==> config.mk <==
export PLATFORM = sky130hd
export DESIGN_NAME = ccr_charger_config
export DESIGN_NICKNAME = d
export VERILOG_FILES = /design/src/logic/ccr_pkg.sv /design/src/logic/ccr_charger_config.sv /design/src/logic/ccr_safety_timer.sv
export SDC_FILE = /design/constraint.sdc
export NUM_CORES = 1
export LEC_CHECK = 0
export BUFFER_PORTS_ARGS = -buffer_cell sky130_fd_sc_hd__buf_2
export CORE_MARGIN = 2
export CORE_UTILIZATION = 65
export DETAILED_ROUTE_END_ITERATION = 10
export GPL_TIMING_DRIVEN = 0
export PLACE_DENSITY_LB_ADDON = 0.05
export SKIP_CTS_REPAIR_TIMING = 1
export SYNTH_ARGS = -nofsm -noshare
export SYNTH_HDL_FRONTEND = slang
export SYNTH_HIERARCHICAL = 1
export SYNTH_SLANG_ARGS = --single-unit
==> constraint.sdc <==
create_clock -name clk_in -period 3.9 [get_ports clk_in]
set_clock_uncertainty 0.05 [all_clocks]
set_input_delay 0.78 -clock clk_in [delete_from_list [all_inputs] [get_ports clk_in]]
set_output_delay 0.78 -clock clk_in [all_outputs]
set_load 0.01 [all_outputs]
==> src/logic/ccr_pkg.sv <==
/*
  Shared constants of the charger configuration register bank: register
  addresses, field positions, reset values and timing figures.
  Assumes a single 100 MHz logic clock and an 8-bit register port.
*/
package ccr_pkg;

  // ----------------------------------------------------------------------
  // Register addresses on the plain register port.
  // ----------------------------------------------------------------------
  localparam logic [7:0] ADDR_CHG_STATUS = 8'h03;
  localparam logic [7:0] ADDR_TIMER_EN_CTRL = 8'h04;
  localparam logic [7:0] ADDR_VOLT_RATE_CTRL = 8'h05;
  localparam logic [7:0] ADDR_CURR_THR_CTRL = 8'h06;
  localparam logic [7:0] ADDR_EVENT_STATUS = 8'h10;
  localparam logic [7:0] ADDR_EVENT_MASK = 8'h11;

  // ----------------------------------------------------------------------
  // Reset values.
  // ----------------------------------------------------------------------
  localparam logic [7:0] RST_TIMER_EN_CTRL = 8'hB1;
  localparam logic [7:0] RST_VOLT_RATE_CTRL = 8'h80;
  localparam logic [7:0] RST_CURR_THR_CTRL = 8'hB2;
  localparam logic [7:0] RST_EVENT_MASK = 8'h00;

  // ----------------------------------------------------------------------
  // Field positions of the timer and enable control register.
  // ----------------------------------------------------------------------
  localparam int FLD_FAST_TIME_LSB = 6;
  localparam int FLD_SAFETY_TIMERS_ON = 5;
  localparam int FLD_THERMISTOR_CURVE = 4;
  localparam int FLD_CHARGER_RESTART = 3;
  localparam int FLD_TERM_SKIP = 2;
  localparam int FLD_TIMERS_HOLD = 1;
  localparam int FLD_CHARGER_ON = 0;

  // ----------------------------------------------------------------------
  // Field positions of the voltage and timer rate control register.
  // ----------------------------------------------------------------------
  localparam int FLD_HALF_RATE = 7;
  localparam int FLD_PRECHG_THRESHOLD = 6;
  localparam int FLD_REG_VOLT_LSB = 4;
  localparam int FLD_SPARE_LSB = 0;

  // ----------------------------------------------------------------------
  // Field positions of the current and threshold control register.
  // ----------------------------------------------------------------------
  localparam int FLD_CHG_CURRENT_LSB = 6;
  localparam int FLD_POWER_PATH_THR_LSB = 4;
  localparam int FLD_PRECHG_TIME = 3;
  localparam int FLD_TERM_CURRENT_LSB = 1;
  localparam int FLD_TEMP_RANGE = 0;

  // ----------------------------------------------------------------------
  // Status and event bits.
  // ----------------------------------------------------------------------
  localparam int STS_TERM_DONE = 4;
  localparam int STS_ACTIVE = 3;
  localparam int STS_CHARGE_TIMEOUT = 2;
  localparam int STS_PRECHG_TIMEOUT = 1;
  localparam int EVT_CHARGE_TIMEOUT = 0;
  localparam int EVT_PRECHG_TIMEOUT = 1;
  localparam int EVT_TERM_DONE = 2;
  localparam int EVT_COUNT = 3;

  // ----------------------------------------------------------------------
  // Timing: the safety timers count one-second ticks.
  // ----------------------------------------------------------------------
  localparam int CLK_PERIOD_NS = 10;
  localparam int TICK_PERIOD_NS = 1000000000;
  localparam int TICK_CYCLES = TICK_PERIOD_NS / CLK_PERIOD_NS;
  localparam int SEC_PER_HOUR = 3600;
  localparam int SEC_PER_MIN = 60;
  localparam int FAST_HOURS_CODE0 = 4;
  localparam int FAST_HOURS_CODE1 = 5;
  localparam int FAST_HOURS_CODE2 = 6;
  localparam int FAST_HOURS_CODE3 = 8;
  localparam int PRECHG_MIN_SEL0 = 30;
  localparam int PRECHG_MIN_SEL1 = 60;
  localparam int TIMER_W = 16;

endpackage

==> src/logic/ccr_charger_config.sv <==
/*
  Charger configuration register bank with its safety timer control,
  termination latch, timeout flags and a masked event interrupt.
  Assumes a plain register port master with one-cycle strobes, and that the
  analog charger reports precharge phase, loop activity and termination
  current as levels synchronous to clk_in.
*/
`timescale 1ns/1ps
module ccr_charger_config #(
  parameter int TICK_CYCLES = ccr_pkg::TICK_CYCLES,
  parameter int PRECHG_MIN_SEL0 = ccr_pkg::PRECHG_MIN_SEL0,
  parameter int PRECHG_MIN_SEL1 = ccr_pkg::PRECHG_MIN_SEL1
) (
  input wire logic clk_in,
  input wire logic reset_in,
  input wire logic [7:0] addr_in,
  input wire logic [7:0] wdata_in,
  input wire logic wr_in,
  input wire logic rd_in,
  output logic [7:0] rdata_out,
  input wire logic precharge_phase_in,
  input wire logic thermal_loop_in,
  input wire logic input_power_limit_loop_in,
  input wire logic term_current_reached_in,
  output logic charging_active_out,
  output logic charger_reset_out,
  output logic thermistor_curve_select_out,
  output logic current_term_enable_out,
  output logic precharge_threshold_select_out,
  output logic [1:0] regulation_voltage_select_out,
  output logic [1:0] charge_current_select_out,
  output logic [1:0] power_path_threshold_out,
  output logic precharge_time_select_out,
  output logic [1:0] term_current_select_out,
  output logic temperature_range_select_out,
  output logic charge_timer_expired_out,
  output logic precharge_timer_expired_out,
  output logic irq_out
);

  // ----------------------------------------------------------------------
  // Register storage and decode.
  // ----------------------------------------------------------------------
  logic [7:0] timer_en_ctrl_q;
  logic [7:0] volt_rate_ctrl_q;
  logic [7:0] curr_thr_ctrl_q;
  logic [7:0] event_mask_q;
  logic [ccr_pkg::EVT_COUNT-1:0] event_status_q;
  logic [7:0] rdata_d;
  logic [7:0] rdata_q;
  logic [7:0] chg_status;
  logic wr_timer_en;
  logic wr_volt_rate;
  logic wr_curr_thr;
  logic wr_mask;
  logic rd_events;

  assign wr_timer_en = wr_in && (addr_in == ccr_pkg::ADDR_TIMER_EN_CTRL);
  assign wr_volt_rate = wr_in && (addr_in == ccr_pkg::ADDR_VOLT_RATE_CTRL);
  assign wr_curr_thr = wr_in && (addr_in == ccr_pkg::ADDR_CURR_THR_CTRL);
  assign wr_mask = wr_in && (addr_in == ccr_pkg::ADDR_EVENT_MASK);
  assign rd_events = rd_in && (addr_in == ccr_pkg::ADDR_EVENT_STATUS);

  // Timer and enable controls; restart is plain storage, the host pulses it.
  always_ff @(posedge clk_in) begin
    if (reset_in) begin
      timer_en_ctrl_q <= ccr_pkg::RST_TIMER_EN_CTRL;
    end else if (wr_timer_en) begin
      timer_en_ctrl_q <= wdata_in;
    end
  end

  // Voltage and rate controls, spare bits stored as written.
  always_ff @(posedge clk_in) begin
    if (reset_in) begin
      volt_rate_ctrl_q <= ccr_pkg::RST_VOLT_RATE_CTRL;
    end else if (wr_volt_rate) begin
      volt_rate_ctrl_q <= wdata_in;
    end
  end

  // Current and threshold controls.
  always_ff @(posedge clk_in) begin
    if (reset_in) begin
      curr_thr_ctrl_q <= ccr_pkg::RST_CURR_THR_CTRL;
    end else if (wr_curr_thr) begin
      curr_thr_ctrl_q <= wdata_in;
    end
  end

  // Event mask: a one lets the event reach the interrupt.
  always_ff @(posedge clk_in) begin
    if (reset_in) begin
      event_mask_q <= ccr_pkg::RST_EVENT_MASK;
    end else if (wr_mask) begin
      event_mask_q <= wdata_in;
    end
  end

  // ----------------------------------------------------------------------
  // Field extraction.
  // ----------------------------------------------------------------------
  logic [1:0] fast_time_code;
  logic timers_on;
  logic restart;
  logic term_skip;
  logic timers_hold;
  logic charger_on;
  logic half_rate;

  assign fast_time_code = timer_en_ctrl_q[ccr_pkg::FLD_FAST_TIME_LSB +: 2];
  assign timers_on = timer_en_ctrl_q[ccr_pkg::FLD_SAFETY_TIMERS_ON];
  assign restart = timer_en_ctrl_q[ccr_pkg::FLD_CHARGER_RESTART];
  assign term_skip = timer_en_ctrl_q[ccr_pkg::FLD_TERM_SKIP];
  assign timers_hold = timer_en_ctrl_q[ccr_pkg::FLD_TIMERS_HOLD];
  assign charger_on = timer_en_ctrl_q[ccr_pkg::FLD_CHARGER_ON];
  assign half_rate = volt_rate_ctrl_q[ccr_pkg::FLD_HALF_RATE];

  // Selections passed straight to the analog charger; the termination enable is the skip bit inverted.
  assign thermistor_curve_select_out = timer_en_ctrl_q[ccr_pkg::FLD_THERMISTOR_CURVE];
  assign current_term_enable_out = !term_skip;
  assign precharge_threshold_select_out = volt_rate_ctrl_q[ccr_pkg::FLD_PRECHG_THRESHOLD];
  assign regulation_voltage_select_out = volt_rate_ctrl_q[ccr_pkg::FLD_REG_VOLT_LSB +: 2];
  assign charge_current_select_out = curr_thr_ctrl_q[ccr_pkg::FLD_CHG_CURRENT_LSB +: 2];
  assign power_path_threshold_out = curr_thr_ctrl_q[ccr_pkg::FLD_POWER_PATH_THR_LSB +: 2];
  assign precharge_time_select_out = curr_thr_ctrl_q[ccr_pkg::FLD_PRECHG_TIME];
  assign term_current_select_out = curr_thr_ctrl_q[ccr_pkg::FLD_TERM_CURRENT_LSB +: 2];
  assign temperature_range_select_out = curr_thr_ctrl_q[ccr_pkg::FLD_TEMP_RANGE];
  assign charger_reset_out = restart;

  // ----------------------------------------------------------------------
  // Timer limits and the one-second tick.
  // ----------------------------------------------------------------------
  logic [ccr_pkg::TIMER_W-1:0] fast_limit;
  logic [ccr_pkg::TIMER_W-1:0] prechg_limit;
  logic [31:0] tick_cnt_q;
  logic tick;

  // Limits in seconds from the selected durations.
  always_comb begin
    unique case (fast_time_code)
      2'h0: fast_limit = ccr_pkg::TIMER_W'(ccr_pkg::FAST_HOURS_CODE0 * ccr_pkg::SEC_PER_HOUR);
      2'h1: fast_limit = ccr_pkg::TIMER_W'(ccr_pkg::FAST_HOURS_CODE1 * ccr_pkg::SEC_PER_HOUR);
      2'h2: fast_limit = ccr_pkg::TIMER_W'(ccr_pkg::FAST_HOURS_CODE2 * ccr_pkg::SEC_PER_HOUR);
      2'h3: fast_limit = ccr_pkg::TIMER_W'(ccr_pkg::FAST_HOURS_CODE3 * ccr_pkg::SEC_PER_HOUR);
    endcase
  end

  assign prechg_limit = precharge_time_select_out ? ccr_pkg::TIMER_W'(PRECHG_MIN_SEL1 * ccr_pkg::SEC_PER_MIN) :
                                                    ccr_pkg::TIMER_W'(PRECHG_MIN_SEL0 * ccr_pkg::SEC_PER_MIN);

  // Free-running prescaler; both timers share it, so a restart may cost
  // up to one second of timer accuracy in exchange for a single counter.
  always_ff @(posedge clk_in) begin
    if (reset_in || tick) begin
      tick_cnt_q <= 32'h0000_0000;
    end else begin
      tick_cnt_q <= tick_cnt_q + 32'h0000_0001;
    end
  end

  assign tick = (tick_cnt_q == 32'(TICK_CYCLES - 1));

  // ----------------------------------------------------------------------
  // Safety timers.
  // ----------------------------------------------------------------------
  logic timer_clear;
  logic timer_slow;
  logic prechg_run;
  logic fast_run;
  logic prechg_expired;
  logic fast_expired;
  logic term_done_q;
  logic charge_timeout_q;
  logic prechg_timeout_q;

  // Any of these puts both timers back to zero.
  assign timer_clear = !timers_on || restart || !charger_on;
  assign timer_slow = half_rate && (thermal_loop_in || input_power_limit_loop_in);
  assign prechg_run = charging_active_out && precharge_phase_in;
  assign fast_run = charging_active_out && !precharge_phase_in;

  ccr_safety_timer u_prechg_timer (
    .clk_in(clk_in),
    .reset_in(reset_in),
    .tick_in(tick),
    .clear_in(timer_clear),
    .run_in(prechg_run),
    .hold_in(timers_hold),
    .slow_in(timer_slow),
    .limit_in(prechg_limit),
    .expired_out(prechg_expired)
  );

  ccr_safety_timer u_fast_timer (
    .clk_in(clk_in),
    .reset_in(reset_in),
    .tick_in(tick),
    .clear_in(timer_clear),
    .run_in(fast_run),
    .hold_in(timers_hold),
    .slow_in(timer_slow),
    .limit_in(fast_limit),
    .expired_out(fast_expired)
  );

  // Timeout flags stay until restart or disable; expiry of either timer
  // raises the charge flag, precharge expiry raises its own as well.
  always_ff @(posedge clk_in) begin
    if (reset_in || restart || !charger_on) begin
      charge_timeout_q <= 1'b0;
      prechg_timeout_q <= 1'b0;
    end else begin
      if (prechg_expired || fast_expired) begin
        charge_timeout_q <= 1'b1;
      end
      if (prechg_expired) begin
        prechg_timeout_q <= 1'b1;
      end
    end
  end

  // Current termination latch, only armed when it is not skipped.
  always_ff @(posedge clk_in) begin
    if (reset_in || restart || !charger_on) begin
      term_done_q <= 1'b0;
    end else if (!term_skip && term_current_reached_in && charging_active_out && !precharge_phase_in) begin
      term_done_q <= 1'b1;
    end
  end

  // Charging stops on disable, restart, timeout or termination.
  assign charging_active_out = charger_on && !restart && !charge_timeout_q && !term_done_q;
  assign charge_timer_expired_out = charge_timeout_q;
  assign precharge_timer_expired_out = prechg_timeout_q;

  // ----------------------------------------------------------------------
  // Events and interrupt.
  // ----------------------------------------------------------------------
  logic [ccr_pkg::EVT_COUNT-1:0] event_src_q;
  logic [ccr_pkg::EVT_COUNT-1:0] event_src;
  logic [ccr_pkg::EVT_COUNT-1:0] event_rise;

  assign event_src[ccr_pkg::EVT_CHARGE_TIMEOUT] = charge_timeout_q;
  assign event_src[ccr_pkg::EVT_PRECHG_TIMEOUT] = prechg_timeout_q;
  assign event_src[ccr_pkg::EVT_TERM_DONE] = term_done_q;

  // Previous source levels for edge detection.
  always_ff @(posedge clk_in) begin
    if (reset_in) begin
      event_src_q <= '0;
    end else begin
      event_src_q <= event_src;
    end
  end

  // Sticky bits cleared by a read; a new event in the read cycle survives.
  genvar gi;
  generate
    for (gi = 0; gi < ccr_pkg::EVT_COUNT; gi++) begin : g_event
      assign event_rise[gi] = event_src[gi] && !event_src_q[gi];
      always_ff @(posedge clk_in) begin
        if (reset_in) begin
          event_status_q[gi] <= 1'b0;
        end else if (event_rise[gi]) begin
          event_status_q[gi] <= 1'b1;
        end else if (rd_events) begin
          event_status_q[gi] <= 1'b0;
        end
      end
    end
  endgenerate

  assign irq_out = |(event_status_q & event_mask_q[ccr_pkg::EVT_COUNT-1:0]);

  // ----------------------------------------------------------------------
  // Read path.
  // ----------------------------------------------------------------------
  always_comb begin
    chg_status = 8'h00;
    chg_status[ccr_pkg::STS_TERM_DONE] = term_done_q;
    chg_status[ccr_pkg::STS_ACTIVE] = charging_active_out;
    chg_status[ccr_pkg::STS_CHARGE_TIMEOUT] = charge_timeout_q;
    chg_status[ccr_pkg::STS_PRECHG_TIMEOUT] = prechg_timeout_q;
  end

  // Unmapped addresses read as zero.
  always_comb begin
    rdata_d = 8'h00;
    unique case (addr_in)
      ccr_pkg::ADDR_CHG_STATUS: rdata_d = chg_status;
      ccr_pkg::ADDR_TIMER_EN_CTRL: rdata_d = timer_en_ctrl_q;
      ccr_pkg::ADDR_VOLT_RATE_CTRL: rdata_d = volt_rate_ctrl_q;
      ccr_pkg::ADDR_CURR_THR_CTRL: rdata_d = curr_thr_ctrl_q;
      ccr_pkg::ADDR_EVENT_STATUS: rdata_d = {{(8 - ccr_pkg::EVT_COUNT){1'b0}}, event_status_q};
      ccr_pkg::ADDR_EVENT_MASK: rdata_d = event_mask_q;
      default: rdata_d = 8'h00;
    endcase
  end

  // Read data stand only in the cycle after the strobe.
  always_ff @(posedge clk_in) begin
    if (reset_in || !rd_in) begin
      rdata_q <= 8'h00;
    end else begin
      rdata_q <= rdata_d;
    end
  end

  assign rdata_out = rdata_q;

  // ----------------------------------------------------------------------
  // Checks.
  // ----------------------------------------------------------------------
  a_reset_values: assert property (@(posedge clk_in) ($past(reset_in) && !reset_in) |->
    timer_en_ctrl_q == 8'hB1 && volt_rate_ctrl_q == 8'h80 && curr_thr_ctrl_q == 8'hB2)
    else $error("control registers not at reset values");

  a_write_readback: assert property (@(posedge clk_in) disable iff (reset_in)
    (wr_in && addr_in == 8'h05) ##1 (rd_in && addr_in == 8'h05) |=> rdata_out == $past(wdata_in, 2))
    else $error("second control register readback wrong");

  a_restart_holds: assert property (@(posedge clk_in) disable iff (reset_in)
    restart |-> charger_reset_out && !charging_active_out)
    else $error("restart bit did not hold charger in reset");

  a_enable_gate: assert property (@(posedge clk_in) disable iff (reset_in)
    !charger_on |-> !charging_active_out ##1 !charge_timeout_q)
    else $error("charger active while disabled");

  a_term_skip: assert property (@(posedge clk_in) disable iff (reset_in)
    $rose(term_done_q) |-> $past(!term_skip && term_current_reached_in))
    else $error("termination latched while skipped");

  a_prechg_flags: assert property (@(posedge clk_in) disable iff (reset_in)
    (prechg_expired && charger_on && !restart) |=> prechg_timeout_q && charge_timeout_q ##0 !charging_active_out)
    else $error("precharge expiry flags missing");

  a_timer_off: assert property (@(posedge clk_in) disable iff (reset_in)
    !timers_on [*2] |-> !prechg_expired && !fast_expired)
    else $error("timer expired while disabled");

  a_event_clear: assert property (@(posedge clk_in) disable iff (reset_in)
    (rd_events && event_rise == '0) |=> event_status_q == '0 ##0 !irq_out)
    else $error("event status not cleared by read");

  a_fast_limit: assert property (@(posedge clk_in) disable iff (reset_in)
    fast_time_code == 2'h3 |-> fast_limit == 16'h7080)
    else $error("eight hour limit wrong");

endmodule

==> src/logic/ccr_safety_timer.sv <==
/*
  One safety timer: counts one-second ticks up to a limit and flags expiry.
  Assumes tick_in is a one-cycle pulse and limit_in is steady while running.
*/
`timescale 1ns/1ps
module ccr_safety_timer (
  input wire logic clk_in,
  input wire logic reset_in,
  input wire logic tick_in,
  input wire logic clear_in,
  input wire logic run_in,
  input wire logic hold_in,
  input wire logic slow_in,
  input wire logic [ccr_pkg::TIMER_W-1:0] limit_in,
  output logic expired_out
);

  logic [ccr_pkg::TIMER_W-1:0] count_q;
  logic phase_q;
  logic advance;

  // Half rate takes every second tick; hold freezes count and phase alike.
  assign advance = tick_in && run_in && !hold_in && (!slow_in || phase_q) && !expired_out;

  // Phase of the half-rate divider.
  always_ff @(posedge clk_in) begin
    if (reset_in || clear_in) begin
      phase_q <= 1'b0;
    end else if (tick_in && run_in && !hold_in && slow_in) begin
      phase_q <= !phase_q;
    end
  end

  // Elapsed seconds; cleared whenever the timer is disabled.
  always_ff @(posedge clk_in) begin
    if (reset_in || clear_in) begin
      count_q <= '0;
    end else if (advance) begin
      count_q <= count_q + 1'b1;
    end
  end

  // Expiry is sticky until the timer is cleared.
  always_ff @(posedge clk_in) begin
    if (reset_in || clear_in) begin
      expired_out <= 1'b0;
    end else if (run_in && (count_q >= limit_in)) begin
      expired_out <= 1'b1;
    end
  end

  a_hold_count: assert property (@(posedge clk_in) disable iff (reset_in)
    (hold_in && !clear_in) |=> $stable(count_q))
    else $error("timer advanced while held");

  a_clear_count: assert property (@(posedge clk_in) disable iff (reset_in)
    clear_in |=> (count_q == '0) && !expired_out)
    else $error("timer not cleared");

endmodule

# Word-level counts from Yosys, hierarchy flattened
# Index checks and enable logic that the tools add are counted.
# word_totals
register_bits	117
inputBits	24
output_inout_bits	26
elab_cells	104
# classes
add_sub_neg	3
order_cmp	2
eq_ne	10
mux	7
bitwise	1
reduce_logical	62
# ops
operator	n
$pmux 16 s4	1
$pmux 8 s6	1
$add 16x1->16 const B	2
$add 32x1->32 const B	1
$eq 32x27->1 const B	1
$logic_and 1x1->1	29
$eq 8x3->1 const B	3
$logic_not 1->1	17
$eq 8x5->1 const B	2
$ge 16x12->1	1
$ge 16x16->1	1
$mux 12	1
$logic_or 1x1->1	11
$eq 8x2->1 const B	1
$reduce_bool 2->1	3
$eq 2x2->1 const B	2
$mux 1	4
$and 3x3->3	1
$reduce_or 3->1	1
$eq 2x1->1 const B	1
$logic_not 2->1	1

# Logic depth before layout (Yosys ltp)
# depth
word_depth	9
depth_mapped	10
mapped_depth_nobuf	9

# Hierarchy
# The synthesis kept the hierarchy.
# modules_own_cells
mod	n_inst	cells_per_inst	area_per_inst_um2	seq_area_each_um2
ccr_charger_config	1	429	3719.8	1621.6
ccr_safety_timer	2	158	1270.0	360.3

# Least setup slack after synthesis
# Ideal clock, no wire load.
# synth_timing
kind	register to register
startpoint	register tick_cnt_q[30]
endpoint	register u_fast_timer/count_q[14] in the netlist's numbering
setup_time_ns	0.070
t_arrival_ns	2.503
required_time_ns	3.780
slack_ns	1.278
path_stages_with_launch	10
n_path_buf	1
period_less_slack_ns	2.622
path_cell_list	dfxtp_1 or4b_1 nor4_4 nand2_2 nor2_1 and3b_1 nand4_1 buf_2 or4_1 a21oi_1
# synth_via
elab_chain_len	5
# synth_rtl
element	line_no	rtl
start: declaration	ccr_charger_config.sv:136	logic [31:0] tick_cnt_q;
start signal: assignment	ccr_charger_config.sv:158	tick_cnt_q <= tick_cnt_q + 32'h0000_0001;
$eq 32x27->1	ccr_charger_config.sv:162	assign tick = (tick_cnt_q == 32'(TICK_CYCLES - 1));
via tick	ccr_charger_config.sv:137	logic tick;
$logic_and 1x1->1 (4 in series)	ccr_safety_timer.sv:23	assign advance = tick_in && run_in && !hold_in && (!slow_in || phase_q) && !expired_out;
end signal: assignment	ccr_safety_timer.sv:39	count_q <= count_q + 1'b1;
end: declaration	ccr_safety_timer.sv:18	logic [ccr_pkg::TIMER_W-1:0] count_q;
# The timed path passes the listed nets, and every way through them passes these cells.
# A chain may end at the register's enable or synchronous reset.

# Worst setup path after layout
# layout_timing
startpoint	register tick_cnt_q[29]
endpoint	register u_fast_timer/count_q[13] in the netlist's numbering
# Same word-level chain as after synthesis.

==> flow_summary.yaml <==
worst_setup_path:
  endpoint_kind: "flop"
  setup.worst_path.start_class: "flop"
  critPathMaxFanout: 10
  cp.arrival_ns: 3.58
  required_ns: 4.30
  path_class: "reg2reg"
synthesis:
  netlist_area_um2: 6260
  postSynthCellCount: 745
  synth_area_leaders: "dfxtp_1 37%, ha_1 8.2%, nor2_1 5.8%, mux2i_1 4.5%, a21oi_1 4.4%"
  synth_area_leader_cell: "dfxtp_1"
  synth_cell_types: 53
  yosys_warnings: 6
  avgSynthCellArea_um2: 8.402
  yosysTopAreaCellShare: 0.3742
  synth_edf_count: 0
  synth-seq-cells: 117
  synthFlopType: "dfxtp_1"
  ys_seq_area_frac: 0.3742
  ys_async_sr_fraction: 0
clock_tree:
  cts_tree: "built"
  cts_max_path_buffers: 2
  cts_max_level: 4
  clk_pin_slew_ns: 0.05
  cts_made_buffers: 17
  root_buffer: "clkbuf_8"
  cts_sinks: 117
  clk_latency_ns: 0.52
grt:
  grt_pass1_wl_mm: 25.36
  grt_start_max_net_pins: 17
  overflow: 0
  gr-usage-all-layers: 0.3108
  grt_pass1_vias: 5492
  antenna_found_initial: 0
timing:
  rsz0062_at_grt: "false"
  tightestPinTransition_ns: 0.7871
  final.setup.tns_ns: 0
  slew_viol_final: 0
  layout_min_cycle_time_ns: 3.183
  setup_viol: 0
  hold_slack_ns: 0.4148
  min_period_over_period: 0.8162
  clock.fmax_ghz: 0.3142
  final.setup.worst_slack_ns: 0.7170
  hold_viol: 0
  max_slew_margin: 0.4697
final_layout:
  num-nets-final: 893
  fill_cells: 669
  num_antenna_cells: 0
  syn2layout_area_growth_pct: 16.17
  drive_gt1_frac: 0.1332
floorplan:
  core_area_um2: 9284
  die_w_um: 102.1
  initial_utilization: 0.6743
  placementRows: 35
  dieArea_um2: 10430
  ios: 50
  die_h_um: 102.1
route:
  route.detailed.drc: 0
  dr.pass1.iters: 5
  wire_per_inst_um: 16.11
  dr.first_iter.drc_count: 286
  num_vias: 5715
  ant_nets: 0
  avgViaCountPerCell: 5.892
  wirelength_mm: 15.63
placement:
  hpwlAfterDp_mm: 10.89
  place_worst_setup_slack_ns: 0.8449
  gp_congestion: 0.8765
  io_buffer_count: 48
power:
  peakVddDrop_uv: 334.1
  leakage_nw: 3.037
  finalPower_mw: 2.781
  powerDensity_nw_per_um2: 382.4
status:
  outcome: "finished, final reports clean"
run:
  cap_viol_max_count: 0
hold_path:
  hold_class: "reg2reg"
through the flow:
stage                     utilization  cell area [µm²]  std cells
final                          0.7833             7272        970
after global placement         0.7240             6721        938
after floorplan                     -             6320        761
after detailed placement       0.7240             6721        938
after CTS                      0.7833             7272        970
after global routing           0.7833             7272        970
layout make-up:
type | count | area (µm²) | share of cell area
timing repair buffer | 48 | 240.2 | 0.03304
sequential | 117 | 2342 | 0.3221
multi-input combinational | 557 | 3587 | 0.4933
tap | 129 | 161.4 | 0.02220
clock inverter | 9 | 103.9 | 0.01428
inverter | 57 | 214.0 | 0.02942
buffer | 30 | 176.4 | 0.02426
clock buffer | 23 | 446.7 | 0.06142
placed cells by master (no fill, tap or decap), types with 28 or more instances in the layout:
master   Yosys  layout
dfxtp_1    117     117
nor2_1      96      96
nand2_1     59      59
inv_1       57      57
buf_2        9      57
a21oi_1     55      55
ha_1        41      41
nand3_1     32      32
o21ai_0     29      29
mux2i_1     28      28
cells in the mapped netlist (all sizes together), types with 3 or more instances:
library cell and count:
a211o 9, a21oi 55, a22oi 9, a31oi 5
and2 3, and3 9, and4 8, buf 19
clkbuf 11, dfxtp 117, ha 41, inv 57
mux2i 28, nand2 60, nand2b 7, nand3 34
nand3b 3, nand4 19, nor2 97, nor2b 7
nor3 11, nor4 11, o21a 3, o21ai 29
o311ai 4, o31ai 10, or2 3, or3 14
or4 12, xnor2 13, xor2 19
flip-flops by register name, indices dropped and copies added (netlist names):
register,cells
charge_timer_expired_out,1
curr_thr_ctrl_q,8
event_mask_q,8
event_src_q,3
event_status_q,3
precharge_timer_expired_out,1
rdata_out,8
term_done_q,1
tick_cnt_q,32
timer_en_ctrl_q,8
u_fast_timer/count_q,16
u_fast_timer/expired_out,1
u_fast_timer/phase_q,1
u_prechg_timer/count_q,16
u_prechg_timer/expired_out,1
u_prechg_timer/phase_q,1
volt_rate_ctrl_q,8
kinds of logic after synthesis:
group           share of synthesized area
simple gates                       0.2554
compound gates                     0.1317
flops                              0.3742
buf+inv                           0.06236
fa+ha+maj                         0.08195
xor+xnor                          0.04477
mux                               0.04837
other cells                      0.001200
final timing paths:
path	start	end	slack, ns	cells after the start
worst max-delay path	tick_cnt_q[29]	u_fast_timer/count_q[13]	0.72	8
worst min-delay path	event_mask_q[7]	event_mask_q[7]	0.41	2
worst max register to register	tick_cnt_q[29]	u_fast_timer/count_q[13]	0.72	8
worst min register to register	event_mask_q[7]	event_mask_q[7]	0.41	2
metal layers:
metal	vias up	global-route usage	wire, µm
met5	-	0	0
met3	31	0.09234	1166
li1	2781	-	-
met1	2672	0.3662	6417
met4	0	0.1036	255
met2	231	0.5420	7784
power by group:
group	internal, mW	switching [mW]	leakage, nW
clock network	0.921	0.538	0.266
registers	1.20	0.00629	0.943
logic	0.0406	0.0741	1.83
critical path: stages (launching register included):
cell     delay [ns]
dfxtp_1        0.35
or4_1          0.54
nor3_1         0.43
nand2_2        0.17
nor2_1         0.18
and3b_1        0.28
nand4_1        0.41
or4_1          0.55
a21oi_1        0.15
(Power assumes the default switching activity.)
